### config.mk
export PLATFORM = sky130hd
export DESIGN_NAME = cmd_unit
export DESIGN_NICKNAME = d
export VERILOG_FILES = /design/src/core/cmd_unit.v /design/src/core/cmd_mac.v /design/src/core/cmd_div.v
export VERILOG_INCLUDE_DIRS = /design/src /design/src/core
export SDC_FILE = /design/constraint.sdc
export NUM_CORES = 2
export LEC_CHECK = 0
export ABC_AREA = 1
export BUFFER_PORTS_ARGS = -buffer_cell sky130_fd_sc_hd__buf_2
export CAP_MARGIN = 0
export CORE_MARGIN = 3
export CORE_UTILIZATION = 50
export CTS_CLUSTER_DIAMETER = 30
export CTS_CLUSTER_SIZE = 10
export DETAILED_ROUTE_END_ITERATION = 16
export PLACE_DENSITY = 0.66
export SETUP_SLACK_MARGIN = 0.1
export SYNTH_ARGS = -nofsm -noshare
export SYNTH_HDL_FRONTEND = slang
export SYNTH_SLANG_ARGS = --single-unit
### constraint.sdc
create_clock -name clk -period 124.1 [get_ports clk]
set_input_delay 6.205 -clock clk [delete_from_list [all_inputs] [get_ports clk]]
set_output_delay 6.205 -clock clk [all_outputs]
set_load 0.02 [all_outputs]
### src/core/cmd_defs.vh
// Constants shared by the coprocessor multiply/divide unit files.
// Assumes inclusion by bare name; holds definitions only.
`ifndef CMD_DEFS_VH
`define CMD_DEFS_VH

// Register indices in the sixteen-byte space
`define CMD_IDX_OPND_TOP 4'h7
`define CMD_IDX_MODE     4'h8
`define CMD_IDX_STATUS   4'h9

// Access sizes of the transfer port
`define CMD_SIZE_BYTE  2'h0
`define CMD_SIZE_WORD  2'h1
`define CMD_SIZE_DWORD 2'h2
`define CMD_SIZE_QWORD 2'h3

// Mode register fields
`define CMD_MODE_EN     7
`define CMD_MODE_SIGN   4
`define CMD_MODE_SEL    2:0
`define CMD_MODE_WMASK  8'h97

// Status register fields; busy is bit 8 of the mode/status word
`define CMD_ST_C        7
`define CMD_ST_Z        6
`define CMD_ST_S        5
`define CMD_ST_OV       4
`define CMD_ST_Q        3
`define CMD_ST_BUSY     0
`define CMD_ST_FLAGS    7:4
`define CMD_ST_WMASK    8'hF8

// Operation select codes
`define CMD_OP_MUL    3'h0
`define CMD_OP_DIV16  3'h1
`define CMD_OP_MAC    3'h2
`define CMD_OP_MACSAT 3'h3
`define CMD_OP_DIV32  3'h5

// Operation times in clock cycles
`define CMD_CYC_MUL   5'h04
`define CMD_CYC_DIV16 5'h08
`define CMD_CYC_DIV32 5'h10

// Operand bytes that receive a result
`define CMD_RES_LOW   8'h0F
`define CMD_RES_DIV16 8'h3F
`define CMD_RES_DIV32 8'hFF

// Fixed values
`define CMD_SAT_POS   32'h7FFFFFFF
`define CMD_SAT_NEG   32'h80000000
`define CMD_ALL_ONES  32'hFFFFFFFF
`define CMD_ID_VALUE  8'h5A

`endif

### src/core/cmd_unit.v
// Coprocessor multiply/divide unit: sixteen byte registers, operation
// sequencing and result write-back.
// Assumes the CPU transfer port is synchronous to clk and accesses are aligned.
//
// How it works
// - Multiply 16x16, product ready four cycles after start.
// - Divide 32 by 16, quotient and remainder ready after eight cycles.
// - Divide 32 by 32, quotient and remainder ready after sixteen cycles.
// - Multiply-accumulate without saturation, finished within four cycles.
// - Saturating multiply-accumulate, also finished within four cycles.
// - Saturation clamps to largest positive or most negative value.
// - Signed mode treats operand and result top bits as sign.
// - Writing the top operand byte starts the operation; CPU writes it last.
// - The five unused bytes read zero and ignore writes.
// - Top register is a read-only fixed identity byte.
// - Byte registers also reachable as aligned 16, 32, 64-bit groups.
// - Operand bytes hold inputs, then receive results in place.
// - Multiplicand bytes 6-7, multiplier 4-5, addend and result 0-3.
// - Division dividend/quotient 0-3; divisor and remainder per width.
// - Operand bytes without a result keep their contents.
// - Mode register selects operation, signedness and enable.
// - Status flags are captured when each operation completes.
// - Select codes 0,1,2,3,5 operate; 4,6,7 do nothing.
// - Mode bit 4 signed, bit 7 enable; clearing blocks next start only.
// - Carry, zero, negative, overflow per operation; sticky saturation; all writable.
// - Busy bit at word bit 8 reads one while operating.
`timescale 1ns/10ps
`include "cmd_defs.vh"

module cmd_unit
(
   // Clock and reset
   input  wire        clk,
   input  wire        srst,
   // Coprocessor transfer port
   input  wire [3:0]  copAddr,
   input  wire [1:0]  copSize,
   input  wire        copWrite,
   input  wire        copRead,
   input  wire [63:0] copWrData,
   output wire [63:0] copRdData,
   // Status
   output wire        opBusy
);

   // Number of bytes in one access
   function [4:0] sizeLen;
      input [1:0] size;
      begin
         case (size)
            `CMD_SIZE_BYTE:  sizeLen = 5'h01;
            `CMD_SIZE_WORD:  sizeLen = 5'h02;
            `CMD_SIZE_DWORD: sizeLen = 5'h04;
            default:         sizeLen = 5'h08;
         endcase
      end
   endfunction

   // Aligned base of an access
   function [3:0] alignBase;
      input [3:0] addr;
      input [1:0] size;
      begin
         case (size)
            `CMD_SIZE_BYTE:  alignBase = addr;
            `CMD_SIZE_WORD:  alignBase = {addr[3:1], 1'b0};
            `CMD_SIZE_DWORD: alignBase = {addr[3:2], 2'h0};
            default:         alignBase = {addr[3], 3'h0};
         endcase
      end
   endfunction

   // Operation time of a select code; zero means no operation
   function [4:0] opCycles;
      input [2:0] sel;
      begin
         case (sel)
            `CMD_OP_MUL:    opCycles = `CMD_CYC_MUL;
            `CMD_OP_MAC:    opCycles = `CMD_CYC_MUL;
            `CMD_OP_MACSAT: opCycles = `CMD_CYC_MUL;
            `CMD_OP_DIV16:  opCycles = `CMD_CYC_DIV16;
            `CMD_OP_DIV32:  opCycles = `CMD_CYC_DIV32;
            default:        opCycles = 5'h00;
         endcase
      end
   endfunction

   // Sequencer states
   localparam [1:0] ST_IDLE = 2'b01;
   localparam [1:0] ST_RUN  = 2'b10;

   reg  [63:0]  opnd_q;
   reg  [7:0]   mode_q;
   reg  [7:0]   stat_q;
   reg  [1:0]   state_q;
   reg  [4:0]   cnt_q;
   reg  [2:0]   op_q;
   reg          sign_q;
   reg  [63:0]  snap_q;
   reg  [63:0]  rdData_q;
   reg  [1:0]   state_d;
   reg  [4:0]   cnt_d;
   reg  [7:0]   stat_d;
   reg  [31:0]  resLo;
   reg  [31:0]  resHi;
   reg  [7:0]   resMask;
   reg  [3:0]   resFlags;
   reg  [3:0]   resUpd;
   reg          resSat;
   reg  [63:0]  opnd_d;
   integer      k;
   integer      j;

   wire [3:0]   base = alignBase(copAddr, copSize);
   wire [4:0]   len  = sizeLen(copSize);
   wire [15:0]  wrHit;
   wire [127:0] wrLane;
   wire [63:0]  opndWr;
   wire [63:0]  rdLanes;
   wire         busy     = state_q[1];
   wire         doneFire = busy && (cnt_q == 5'h00);
   wire [4:0]   selCyc   = opCycles(mode_q[`CMD_MODE_SEL]);
   // Enable is sampled at the start only, so clearing it never cuts a run short
   wire         startReq = copWrite && wrHit[`CMD_IDX_OPND_TOP] && !busy &&
                           mode_q[`CMD_MODE_EN] && (selCyc != 5'h00);
   wire [7:0]   statRead = {stat_q[7:1], busy};
   // Unused bytes 10 to 14 are constant zero and have no storage
   wire [127:0] space    = {`CMD_ID_VALUE, 40'h0000000000, statRead, mode_q, opnd_q};

   // Byte decode of one aligned access over the sixteen-byte space
   genvar g;
   generate
      for (g = 0; g < 16; g = g + 1)
      begin : gByte
         // Genvars are copied into sized wires so no index is cut silently
         wire [31:0] gIdx = g;
         wire [3:0]  idx  = gIdx[3:0];
         wire [3:0] off = idx - base;
         assign wrHit[g] = copWrite && (idx >= base) && ({1'b0, off} < len);
         assign wrLane[g*8 +: 8] = copWrData[off[2:0]*8 +: 8];
      end
      for (g = 0; g < 8; g = g + 1)
      begin : gLane
         wire [31:0] gOff = g;
         wire [3:0]  ridx = base + gOff[3:0];
         assign rdLanes[g*8 +: 8] = (g < len) ? space[ridx*8 +: 8] : 8'h00;
         assign opndWr[g*8 +: 8]  = wrHit[g] ? wrLane[g*8 +: 8] : opnd_q[g*8 +: 8];
      end
   endgenerate

   // Datapaths read the operand snapshot taken at the start
   wire [31:0] macRes;
   wire [3:0]  macFlags;
   wire [3:0]  macUpd;
   wire        macSat;
   wire [31:0] divQuot;
   wire [31:0] divRem;
   wire [3:0]  divFlags;
   wire [3:0]  divUpd;

   cmd_mac uMac
   (
      .signedOp   (sign_q),
      .accumulate (op_q != `CMD_OP_MUL),
      .saturate   (op_q == `CMD_OP_MACSAT),
      .mcand      (snap_q[63:48]),
      .mplier     (snap_q[47:32]),
      .addend     (snap_q[31:0]),
      .result     (macRes),
      .flags      (macFlags),
      .updMask    (macUpd),
      .satHit     (macSat)
   );

   cmd_div uDiv
   (
      .signedOp   (sign_q),
      .wide       (op_q == `CMD_OP_DIV32),
      .dividend   (snap_q[31:0]),
      .divisorRaw (snap_q[63:32]),
      .quot       (divQuot),
      .rem        (divRem),
      .flags      (divFlags),
      .updMask    (divUpd)
   );

   // Result routing per operation
   always @*
   begin
      resLo    = macRes;
      resHi    = 32'h00000000;
      resMask  = `CMD_RES_LOW;
      resFlags = macFlags;
      resUpd   = macUpd;
      resSat   = macSat;
      case (op_q)
         `CMD_OP_DIV16:
         begin
            resLo    = divQuot;
            resHi    = {16'h0000, divRem[15:0]};
            resMask  = `CMD_RES_DIV16;
            resFlags = divFlags;
            resUpd   = divUpd;
            resSat   = 1'b0;
         end
         `CMD_OP_DIV32:
         begin
            resLo    = divQuot;
            resHi    = divRem;
            resMask  = `CMD_RES_DIV32;
            resFlags = divFlags;
            resUpd   = divUpd;
            resSat   = 1'b0;
         end
         default:
         begin
            resLo    = macRes;
         end
      endcase
   end

   // Result bytes, lowest operand index first
   wire [63:0] resAll = {resHi, resLo};

   // Operand next value: a finishing result wins over a software write on
   // the same byte, and bytes outside the result mask keep their contents
   always @*
   begin
      opnd_d = opndWr;
      for (j = 0; j < 8; j = j + 1)
      begin
         if (doneFire && resMask[j])
            opnd_d[j*8 +: 8] = resAll[j*8 +: 8];
      end
   end

   // Sequencer next state
   always @*
   begin
      state_d = state_q;
      cnt_d   = cnt_q;
      case (state_q)
         ST_IDLE:
         begin
            if (startReq)
            begin
               state_d = ST_RUN;
               cnt_d   = selCyc - 5'h01;
            end
         end
         ST_RUN:
         begin
            if (cnt_q == 5'h00)
               state_d = ST_IDLE;
            else
               cnt_d = cnt_q - 5'h01;
         end
         default:
         begin
            state_d = ST_IDLE;
            cnt_d   = 5'h00;
         end
      endcase
   end

   // Status next value: completion flags win over a software write
   always @*
   begin
      stat_d = stat_q;
      if (wrHit[`CMD_IDX_STATUS])
         stat_d = wrLane[`CMD_IDX_STATUS*8 +: 8] & `CMD_ST_WMASK;
      if (doneFire)
      begin
         for (k = 0; k < 4; k = k + 1)
         begin
            if (resUpd[k])
               stat_d[`CMD_ST_OV + k] = resFlags[k];
         end
         if (resSat)
            stat_d[`CMD_ST_Q] = 1'b1;
      end
      stat_d[`CMD_ST_BUSY] = 1'b0;
   end

   // Sequencer and operation snapshot
   always @(posedge clk)
   begin
      if (srst)
      begin
         state_q <= ST_IDLE;
         cnt_q   <= 5'h00;
         op_q    <= `CMD_OP_MUL;
         sign_q  <= 1'b0;
         snap_q  <= 64'h0000000000000000;
      end
      else
      begin
         state_q <= state_d;
         cnt_q   <= cnt_d;
         if (startReq)
         begin
            op_q   <= mode_q[`CMD_MODE_SEL];
            sign_q <= mode_q[`CMD_MODE_SIGN];
            snap_q <= opndWr;
         end
      end
   end

   // Operand, mode and status registers
   always @(posedge clk)
   begin
      if (srst)
      begin
         opnd_q <= 64'h0000000000000000;
         mode_q <= 8'h00;
         stat_q <= 8'h00;
      end
      else
      begin
         opnd_q <= opnd_d;
         if (wrHit[`CMD_IDX_MODE])
            mode_q <= wrLane[`CMD_IDX_MODE*8 +: 8] & `CMD_MODE_WMASK;
         stat_q <= stat_d;
      end
   end

   // Registered read port; results land on the last busy edge, so the CPU
   // reads one edge later, after the full operation time
   always @(posedge clk)
   begin
      if (srst)
         rdData_q <= 64'h0000000000000000;
      else if (copRead)
         rdData_q <= rdLanes;
   end

   assign copRdData = rdData_q;
   assign opBusy    = state_q[1];

endmodule // cmd_unit

### src/core/cmd_mac.v
// Multiply and multiply-accumulate datapath, purely combinational.
// Assumes the caller holds operands stable for the whole operation time.
`timescale 1ns/10ps
`include "cmd_defs.vh"

module cmd_mac
(
   // Control
   input  wire        signedOp,
   input  wire        accumulate,
   input  wire        saturate,
   // Operands
   input  wire [15:0] mcand,
   input  wire [15:0] mplier,
   input  wire [31:0] addend,
   // Result and flags {c, z, s, ov}
   output wire [31:0] result,
   output wire [3:0]  flags,
   output wire [3:0]  updMask,
   output wire        satHit
);

   wire signed [31:0] prodS = $signed(mcand) * $signed(mplier);
   wire        [31:0] prodU = mcand * mplier;
   wire        [31:0] prod  = signedOp ? prodS : prodU;
   wire        [31:0] addv  = accumulate ? addend : 32'h00000000;
   wire        [32:0] sumU  = {1'b0, prod} + {1'b0, addv};
   wire        [31:0] sum32 = sumU[31:0];
   wire               ovS   = (prod[31] == addv[31]) && (sum32[31] != prod[31]);
   wire               ov    = signedOp ? ovS : sumU[32];
   // Unsigned overflow clamps to all ones, the top of the unsigned range
   wire        [31:0] satv  = !signedOp ? `CMD_ALL_ONES :
                              (prod[31] ? `CMD_SAT_NEG : `CMD_SAT_POS);

   assign satHit  = saturate && ov;
   assign result  = satHit ? satv : sum32;
   assign flags   = {sumU[32], result == 32'h00000000, result[31], ov};
   // Plain multiply only reports zero, and sign when signed
   assign updMask = accumulate ? 4'hF : {1'b0, 1'b1, signedOp, 1'b0};

endmodule // cmd_mac

### src/core/cmd_div.v
// Division datapath for 32/16 and 32/32, purely combinational.
// Assumes the caller holds operands stable for the whole operation time.
`timescale 1ns/10ps
`include "cmd_defs.vh"

module cmd_div
(
   // Control
   input  wire        signedOp,
   input  wire        wide,
   // Operands
   input  wire [31:0] dividend,
   input  wire [31:0] divisorRaw,
   // Results and flags {c, z, s, ov}
   output wire [31:0] quot,
   output wire [31:0] rem,
   output wire [3:0]  flags,
   output wire [3:0]  updMask
);

   // Narrow divisor sits in the upper half of the raw word
   wire [31:0] divisor = wide ? divisorRaw :
                         {{16{signedOp & divisorRaw[31]}}, divisorRaw[31:16]};
   wire        negA    = signedOp && dividend[31];
   wire        negB    = signedOp && divisor[31];
   wire [31:0] magA    = negA ? (32'h00000000 - dividend) : dividend;
   wire [31:0] magB    = negB ? (32'h00000000 - divisor) : divisor;
   wire        byZero  = (divisor == 32'h00000000);
   // Guard keeps the divide operator away from a zero divisor
   wire [31:0] safeB   = byZero ? 32'h00000001 : magB;
   wire [31:0] qMag    = magA / safeB;
   wire [31:0] rMag    = magA % safeB;
   wire        ov      = signedOp && (dividend == `CMD_SAT_NEG) && (divisor == `CMD_ALL_ONES);

   assign quot    = byZero ? `CMD_ALL_ONES :
                    ((negA ^ negB) ? (32'h00000000 - qMag) : qMag);
   assign rem     = byZero ? dividend : (negA ? (32'h00000000 - rMag) : rMag);
   assign flags   = {byZero, quot == 32'h00000000, quot[31], ov};
   assign updMask = signedOp ? 4'hF : 4'hC;

endmodule // cmd_div

## Word level (Yosys, flattened, before mapping)

Cells that the tools add are included.

- Bits in registers: 214
- Bits in latches: 0
- Memory bits (writable): 0
- Bits in read-only memories: 0
- Bits of input ports: 74
- Output and inout bits: 65
- Logic and storage cells: 218
- Memories: 0

- Add/sub/neg operators: 24
- Multiply operators: 2
- Div/mod/pow operators: 2
- Magnitude comparators: 28
- Eq/ne operators: 18
- Shifts and indexed selects: 18
- Muxes and demuxes: 62
- Bitwise operators: 2
- Reductions and logical operators: 52

Operators by type and width:

| operator | number |
|---|---|
| 128-bit by 8-bit indexed part select with 8-bit output | 8 |
| 64-bit by 7-bit indexed part select with 8-bit output | 10 |
| 32-bit 2-to-1 mux | 14 |
| 8-bit 2-to-1 mux | 25 |
| 1-bit by 32-bit subtractor with 32-bit output (first input constant) | 4 |
| 32-bit logical NOT | 3 |
| 32-bit == test (second input constant) | 2 |
| 16-bit by 16-bit multiplier with 32-bit output | 2 |
| 32-bit case mux with 2 select lines | 1 |
| 4-bit by 5-bit < comparator with 1-bit output | 10 |
| 1-bit logical AND | 39 |
| 32-bit by 32-bit adder with 33-bit output | 1 |
| 32-bit by 32-bit divider with 32-bit output | 1 |
| 32-bit by 32-bit remainder unit with 32-bit output | 1 |
| 3-bit by 5-bit < comparator with 1-bit output (first input constant) | 4 |
| 4-bit by 3-bit adder with 4-bit output (second input constant) | 4 |
| 3-bit by 4-bit >= comparator with 1-bit output (first input constant) | 4 |
| 8-bit case mux with 2 select lines | 1 |
| 3-bit by 4-bit subtractor with 4-bit output (first input constant) | 4 |
| 5-bit 2-to-1 mux | 3 |
| 5-bit case mux with 3 select lines | 1 |
| 4-bit 2-to-1 mux | 3 |
| 4-bit case mux with 3 select lines | 1 |
| 1-bit by 5-bit < comparator with 1-bit output (first input constant) | 2 |
| other kinds (34) | 60 |

## Logic depth before layout (Yosys ltp)

- Depth after elaboration: 13
- Gate-level depth with buffers: 650

## Cells and area by module

From an unflattened synthesis, not the netlist that was laid out.

- Cells, all modules: 11471
- Area total of the unflattened synthesis: 68109.1 sq um

Modules (own cells, without submodules):

| module | times used | cells an instance | area an instance (sq um) |
|---|---|---|---|
| cmd_div | 1 | 6175 | 33836.2 |
| cmd_mac | 1 | 2522 | 18046.1 |
| cmd_unit | 1 | 2774 | 16226.8 |

## Least setup slack after synthesis

Ideal clock, no wire load.

- Kind: reg2reg
- From: register op_q[0]
- To: register stat_q[6]
- Library setup time: 0.058 ns
- Arrival time: 71.441 ns
- Slack: 52.601 ns
- Stages on the path, launching flop included: 617
- Buffers on the path: 23
- Clock period less this slack: 71.499 ns
- Cells stage by stage: dfxtp_1 > buf_4 > inv_2 > nor2_2 > buf_4 > nand3_1 > nand2_2 > ha_1 > nand3_2 > nor2_2 > nand2_2 > inv_2 > nand3_2 > inv_1 > clkbuf_1 > buf_1 > nor2_1 > ha_1 > [... 581 more ...] > nor3_1 > inv_1 > nor3_1 > nand3_1 > nor2_1 > nand2_1 > inv_1 > nand2_1 > o21ai_0 > o21ai_0 > a21oi_1 > nor4b_1 > nand4_1 > nor4_1 > nand2_1 > o211ai_1 > nand3_1 > inv_1

- Cells in the longest elaborated chain, start to end: 13
- Elaborated cells between the ends (all ways): 30

RTL lines:

| element | line | text |
|---|---|---|
| start, declared | cmd_unit.v:97 | `reg [2:0] op_q;` |
| start signal, assigned | cmd_unit.v:292 | `` op_q <= `CMD_OP_MUL; `` |
| start signal, assigned | cmd_unit.v:302 | `` op_q <= mode_q[`CMD_MODE_SEL]; `` |
| 3-bit == test | cmd_unit.v:196 | `case (op_q)` |
| 32-bit 2-to-1 mux | cmd_div.v:22 | `wire [31:0] divisor = wide ? divisorRaw :` |
| 1-bit by 32-bit subtractor with 32-bit output / 1-bit logical AND (equally long branches) | cmd_div.v:27, cmd_div.v:25 |  |
| 32-bit 2-to-1 mux | cmd_div.v:27 | `wire [31:0] magB = negB ? (32'h00000000 - divisor) : divisor;` |
| 32-bit 2-to-1 mux | cmd_div.v:30 | `wire [31:0] safeB = byZero ? 32'h00000001 : magB;` |
| 32-bit by 32-bit divider with 32-bit output | cmd_div.v:31 | `wire [31:0] qMag = magA / safeB;` |
| 1-bit by 32-bit subtractor with 32-bit output | cmd_div.v:36 | `((negA ^ negB) ? (32'h00000000 - qMag) : qMag);` |
| 32-bit 2-to-1 mux | cmd_div.v:36 |  |
| 32-bit 2-to-1 mux | cmd_div.v:35 | `` assign quot = byZero ? `CMD_ALL_ONES : `` |
| 32-bit logical NOT | cmd_div.v:38 | `assign flags = {byZero, quot == 32'h00000000, quot[31], ov};` |
| 4-bit 2-to-1 mux | cmd_unit.v:196 |  |
| 1-bit 2-to-1 mux * | cmd_unit.v:276 | `if (resUpd[k])` |
| 5-bit 2-to-1 mux * | cmd_unit.v:272 | `if (doneFire)` |
| end signal, assigned | cmd_unit.v:323 | `stat_q <= stat_d;` |
| end, declared | cmd_unit.v:94 | `reg [7:0] stat_q;` |

Mark *: on every way between the ends. The rest lies on a longest branch, timed or not.
A chain may end at the register's enable or synchronous reset.

## Worst setup path after layout

- From: register snap_q[63]
- To: register stat_q[6]

- Cells in the longest elaborated chain, start to end: 13
- Elaborated cells between the ends (all ways): 29

RTL lines:

| element | line | text |
|---|---|---|
| start, declared | cmd_unit.v:99 | `reg [63:0] snap_q;` |
| start signal, assigned | cmd_unit.v:304 | `snap_q <= opndWr;` |
| 1-bit bitwise AND | cmd_div.v:23 | `{{16{signedOp & divisorRaw[31]}}, divisorRaw[31:16]};` |
| 32-bit 2-to-1 mux | cmd_div.v:22 |  |
| 1-bit by 32-bit subtractor with 32-bit output / 1-bit logical AND (equally long branches) | cmd_div.v:27, cmd_div.v:25 |  |
| 32-bit 2-to-1 mux | cmd_div.v:27 |  |
| 32-bit 2-to-1 mux | cmd_div.v:30 |  |
| 32-bit by 32-bit divider with 32-bit output | cmd_div.v:31 |  |
| 1-bit by 32-bit subtractor with 32-bit output | cmd_div.v:36 |  |
| 32-bit 2-to-1 mux | cmd_div.v:36 |  |
| 32-bit 2-to-1 mux | cmd_div.v:35 |  |
| 32-bit logical NOT | cmd_div.v:38 |  |
| 4-bit 2-to-1 mux * | cmd_unit.v:196 |  |
| 1-bit 2-to-1 mux * | cmd_unit.v:276 |  |
| 5-bit 2-to-1 mux * | cmd_unit.v:272 |  |

Marked as above.

==> summary.txt <==
Family of cells with the greatest summed delay on the critical path = simple AND/OR/NAND/NOR gates
Startpoint type of the worst setup path = flop
Data arrival at the endpoint of the critical path = 93.04 ns
Antenna Violating Nets Remaining = 0
Area of the core = 128,000 um^2
Clock Sinks = 213
Slew at the pin closest to its max-slew limit = 1.491 ns
Initial antenna violation count = 28
Most common cell after layout, fill and taps aside = sky130_fd_sc_hd__nand2_1
Total half-perimeter wirelength after legalization and detailed placement = 216.1 mm
Final standard cell area without fillers = 68,910 um^2
Routed wire length = 269.7 mm
Most prevalent standard cell on the critical path = sky130_fd_sc_hd__nand2_1
Synth async-reset ratio = 0
CTS tree = yes
Critical path start-end classification = reg2reg
Post-synthesis net count = 11,870
Die boundary height = 365.6 um
Yosys warnings = 0
Clock network latency to the later pin of the worst-skew pair = 0.61 ns
Number of instances in the synthesized netlist = 10,670
Capturing element type of the critical path = flop
Tcrit/Tclk final = 0.7454
Number of setup buffers added after CTS = 0
Clock root buffer = sky130_fd_sc_hd__clkbuf_16
GPL Wtd Cong = 1.122
Number of global-route vias before repair = 66,900
Hold buffer count at CTS = 0
Hold Violations, Final = 0
Fin crit period = 92.50 ns
Max-slew violations = 1
Row count = 131
Bufs and invs on worst path = 110
Final count of negative-setup-slack endpoints = 0
Maximum level of the CTS H-tree = 2
Headroom to the max-slew limit = -0.004524
Slowest cell delay on critical path = 0.79 ns
Seq. cell area = 4265 um^2
Max-cap check violation count = 1
Critical Path Fanout Max = 59
Area of the multi-input gates = 51,600 um^2
Fraction of layout cells with a size suffix above 1 = 0.06755
Average instance area after synthesis = 6.059 um^2
Share of synthesized area occupied by flip-flops and latches = 0.06597
Vias per cell = 5.763
Fraction of post-synthesis cell area in the top cell type by area = 0.1733
Detailed-routing iteration count for the pre-antenna-repair pass = 7
Crit path max-delay cell type = sky130_fd_sc_hd__inv_2
Flip-flop cell with the highest count after synthesis = sky130_fd_sc_hd__dfxtp_1
Setup repair after global routing missed its margin = false
Number of synthesized flops with an enable pin = 0
Number of buffers on the longest clock path = 3
Fill cell instance count of the final layout = 13,190
Maximum number of pins on one net before global-route repair = 91
DRC violations left = 0
Die area = 133,600 um^2
Seq cells post-synth = 213
Die W = 365.6 um
Area growth from synthesis to layout = 6.604%
GR Overflow Total = 0
Total CTS buffers = 53
Effective utilization at floorplan = 0.5050
IO buf count = 138
Path category of the worst min-delay check = reg2reg
Average detailed-routed wire length per instance = 21.72 um
GRT Total Usage = 0.3932
Violated checks = capacitance limit, slew limit
Cell area after synthesis = 64,640 um^2
Number of distinct library cell variants in the gate-level netlist after synthesis = 75
Commonest non-fill, non-tap cells in the layout = 2,974 x sky130_fd_sc_hd__nand2_1, 1,819 x sky130_fd_sc_hd__inv_1, 860 x sky130_fd_sc_hd__a21oi_1
Critical path data required time = 124.64 ns
Largest cells by area after synthesis = sky130_fd_sc_hd__nand2_1 17%, sky130_fd_sc_hd__ha_1 15%, sky130_fd_sc_hd__fa_1 11%
# IOs = 139
Total negative slack for setup checks = 0 ns
Area after detailed placement = 66,890 um^2
Post-layout nets = 11,830
Number of resized instances in the post-cts repair step = 0
Synth area leader = sky130_fd_sc_hd__nand2_1
Iteration-0 DRC Markers = 8,136
Maximum operating frequency = 0.01081 GHz
Clock skew after layout = 0.02203 ns
Outcome = finished, violations left
First-pass GRT wire length = 402.0 mm
Vias after detailed routing = 71,580
Worst-path clk slew = 0.05 ns
Worst hold-check slack = 0.4585 ns
==> metrics by stage <==
step | util | instances | setup WS (ns)
final | 0.5383 | 12420 | 31.60
after global routing | 0.5380 | 12410 | 21.22
after CTS | 0.5380 | 12400 | 33.17
after detailed placement | 0.5225 | 12310 | 33.55
after global placement | 0.5225 | 12310 | 35.86
after floorplan | - | 10670 | 52.60
==> Yosys cell counts, types with 134 or more instances <==
cell type                  count
sky130_fd_sc_hd__inv_1      1825
sky130_fd_sc_hd__fa_1        368
sky130_fd_sc_hd__xor2_1      242
sky130_fd_sc_hd__nor2_1      564
sky130_fd_sc_hd__dfxtp_1     213
sky130_fd_sc_hd__o21ai_0     730
sky130_fd_sc_hd__clkbuf_1    217
sky130_fd_sc_hd__or2_2       139
sky130_fd_sc_hd__nand3_1     455
sky130_fd_sc_hd__ha_1        757
sky130_fd_sc_hd__nand2_1    2984
sky130_fd_sc_hd__xnor2_1     134
sky130_fd_sc_hd__a21oi_1     860
==> logic make-up (layout without fill, tap and decap cells) <==
logic type               Yosys count  in the layout  synth area share
AND/OR/NAND/NOR                 4570           4570            0.2973
adder cells (fa/ha/maj)         1125           1125            0.2605
flip-flops                       213            213           0.06597
other                              0             17                 0
AO/OA/AOI/OAI                   2088           2088            0.1803
multiplexers                      43             43          0.006678
XOR/XNOR                         377            377           0.05137
buffers and inverters           2252           2258            0.1380
==> worst min-delay path, cell delays in order (launching register included) <==
cell                      delay, ns
sky130_fd_sc_hd__dfxtp_1       0.30
sky130_fd_sc_hd__nand2_1       0.06
sky130_fd_sc_hd__a21oi_1       0.05
==> registers in the layout, summed over array words and instances, names as in the netlist <==
name	flops
sign_q	1
op_q	3
snap_q	64
cnt_q	5
mode_q	5
stat_q	5
opnd_q	64
copRdData	64
state_q	2
==> per-layer routing <==
layer | up-vias | track usage | routed length (um)
met5 | - | 0 | 164
met4 | 28 | 0.2105 | 17020
met3 | 770 | 0.07489 | 25190
met2 | 3263 | 0.6204 | 116400
met1 | 33300 | 0.5075 | 111000
li1 | 34220 | - | -
==> final timing paths <==
path / slack (ns) / from / cells past startpoint / to
max reg2reg: 31.60 / snap_q[63]$_SDFFE_PP0P_ / 606 / stat_q[6]$_SDFFE_PP0P_
min: 0.46 / copRdData[45]$_SDFFE_PP0P_ / 2 / copRdData[45]$_SDFFE_PP0P_
max: 31.60 / snap_q[63]$_SDFFE_PP0P_ / 606 / stat_q[6]$_SDFFE_PP0P_
min reg2reg: 0.46 / copRdData[45]$_SDFFE_PP0P_ / 2 / copRdData[45]$_SDFFE_PP0P_
==> area by class of cell <==
| type | count | share of cell area |
|---|---|---|
| timing repair buffer | 289 | 0.02656 |
| clock buffer | 63 | 0.02081 |
| multi-input combinational | 8203 | 0.7488 |
| tap | 1729 | 0.03139 |
| inverter | 1872 | 0.1020 |
| antenna | 17 | 0.0006173 |
| sequential | 213 | 0.06190 |
| clock inverter | 34 | 0.007916 |
Power is not shown: default switching activity piles up to over one toggle a cycle in this logic, so the estimate is an artifact.
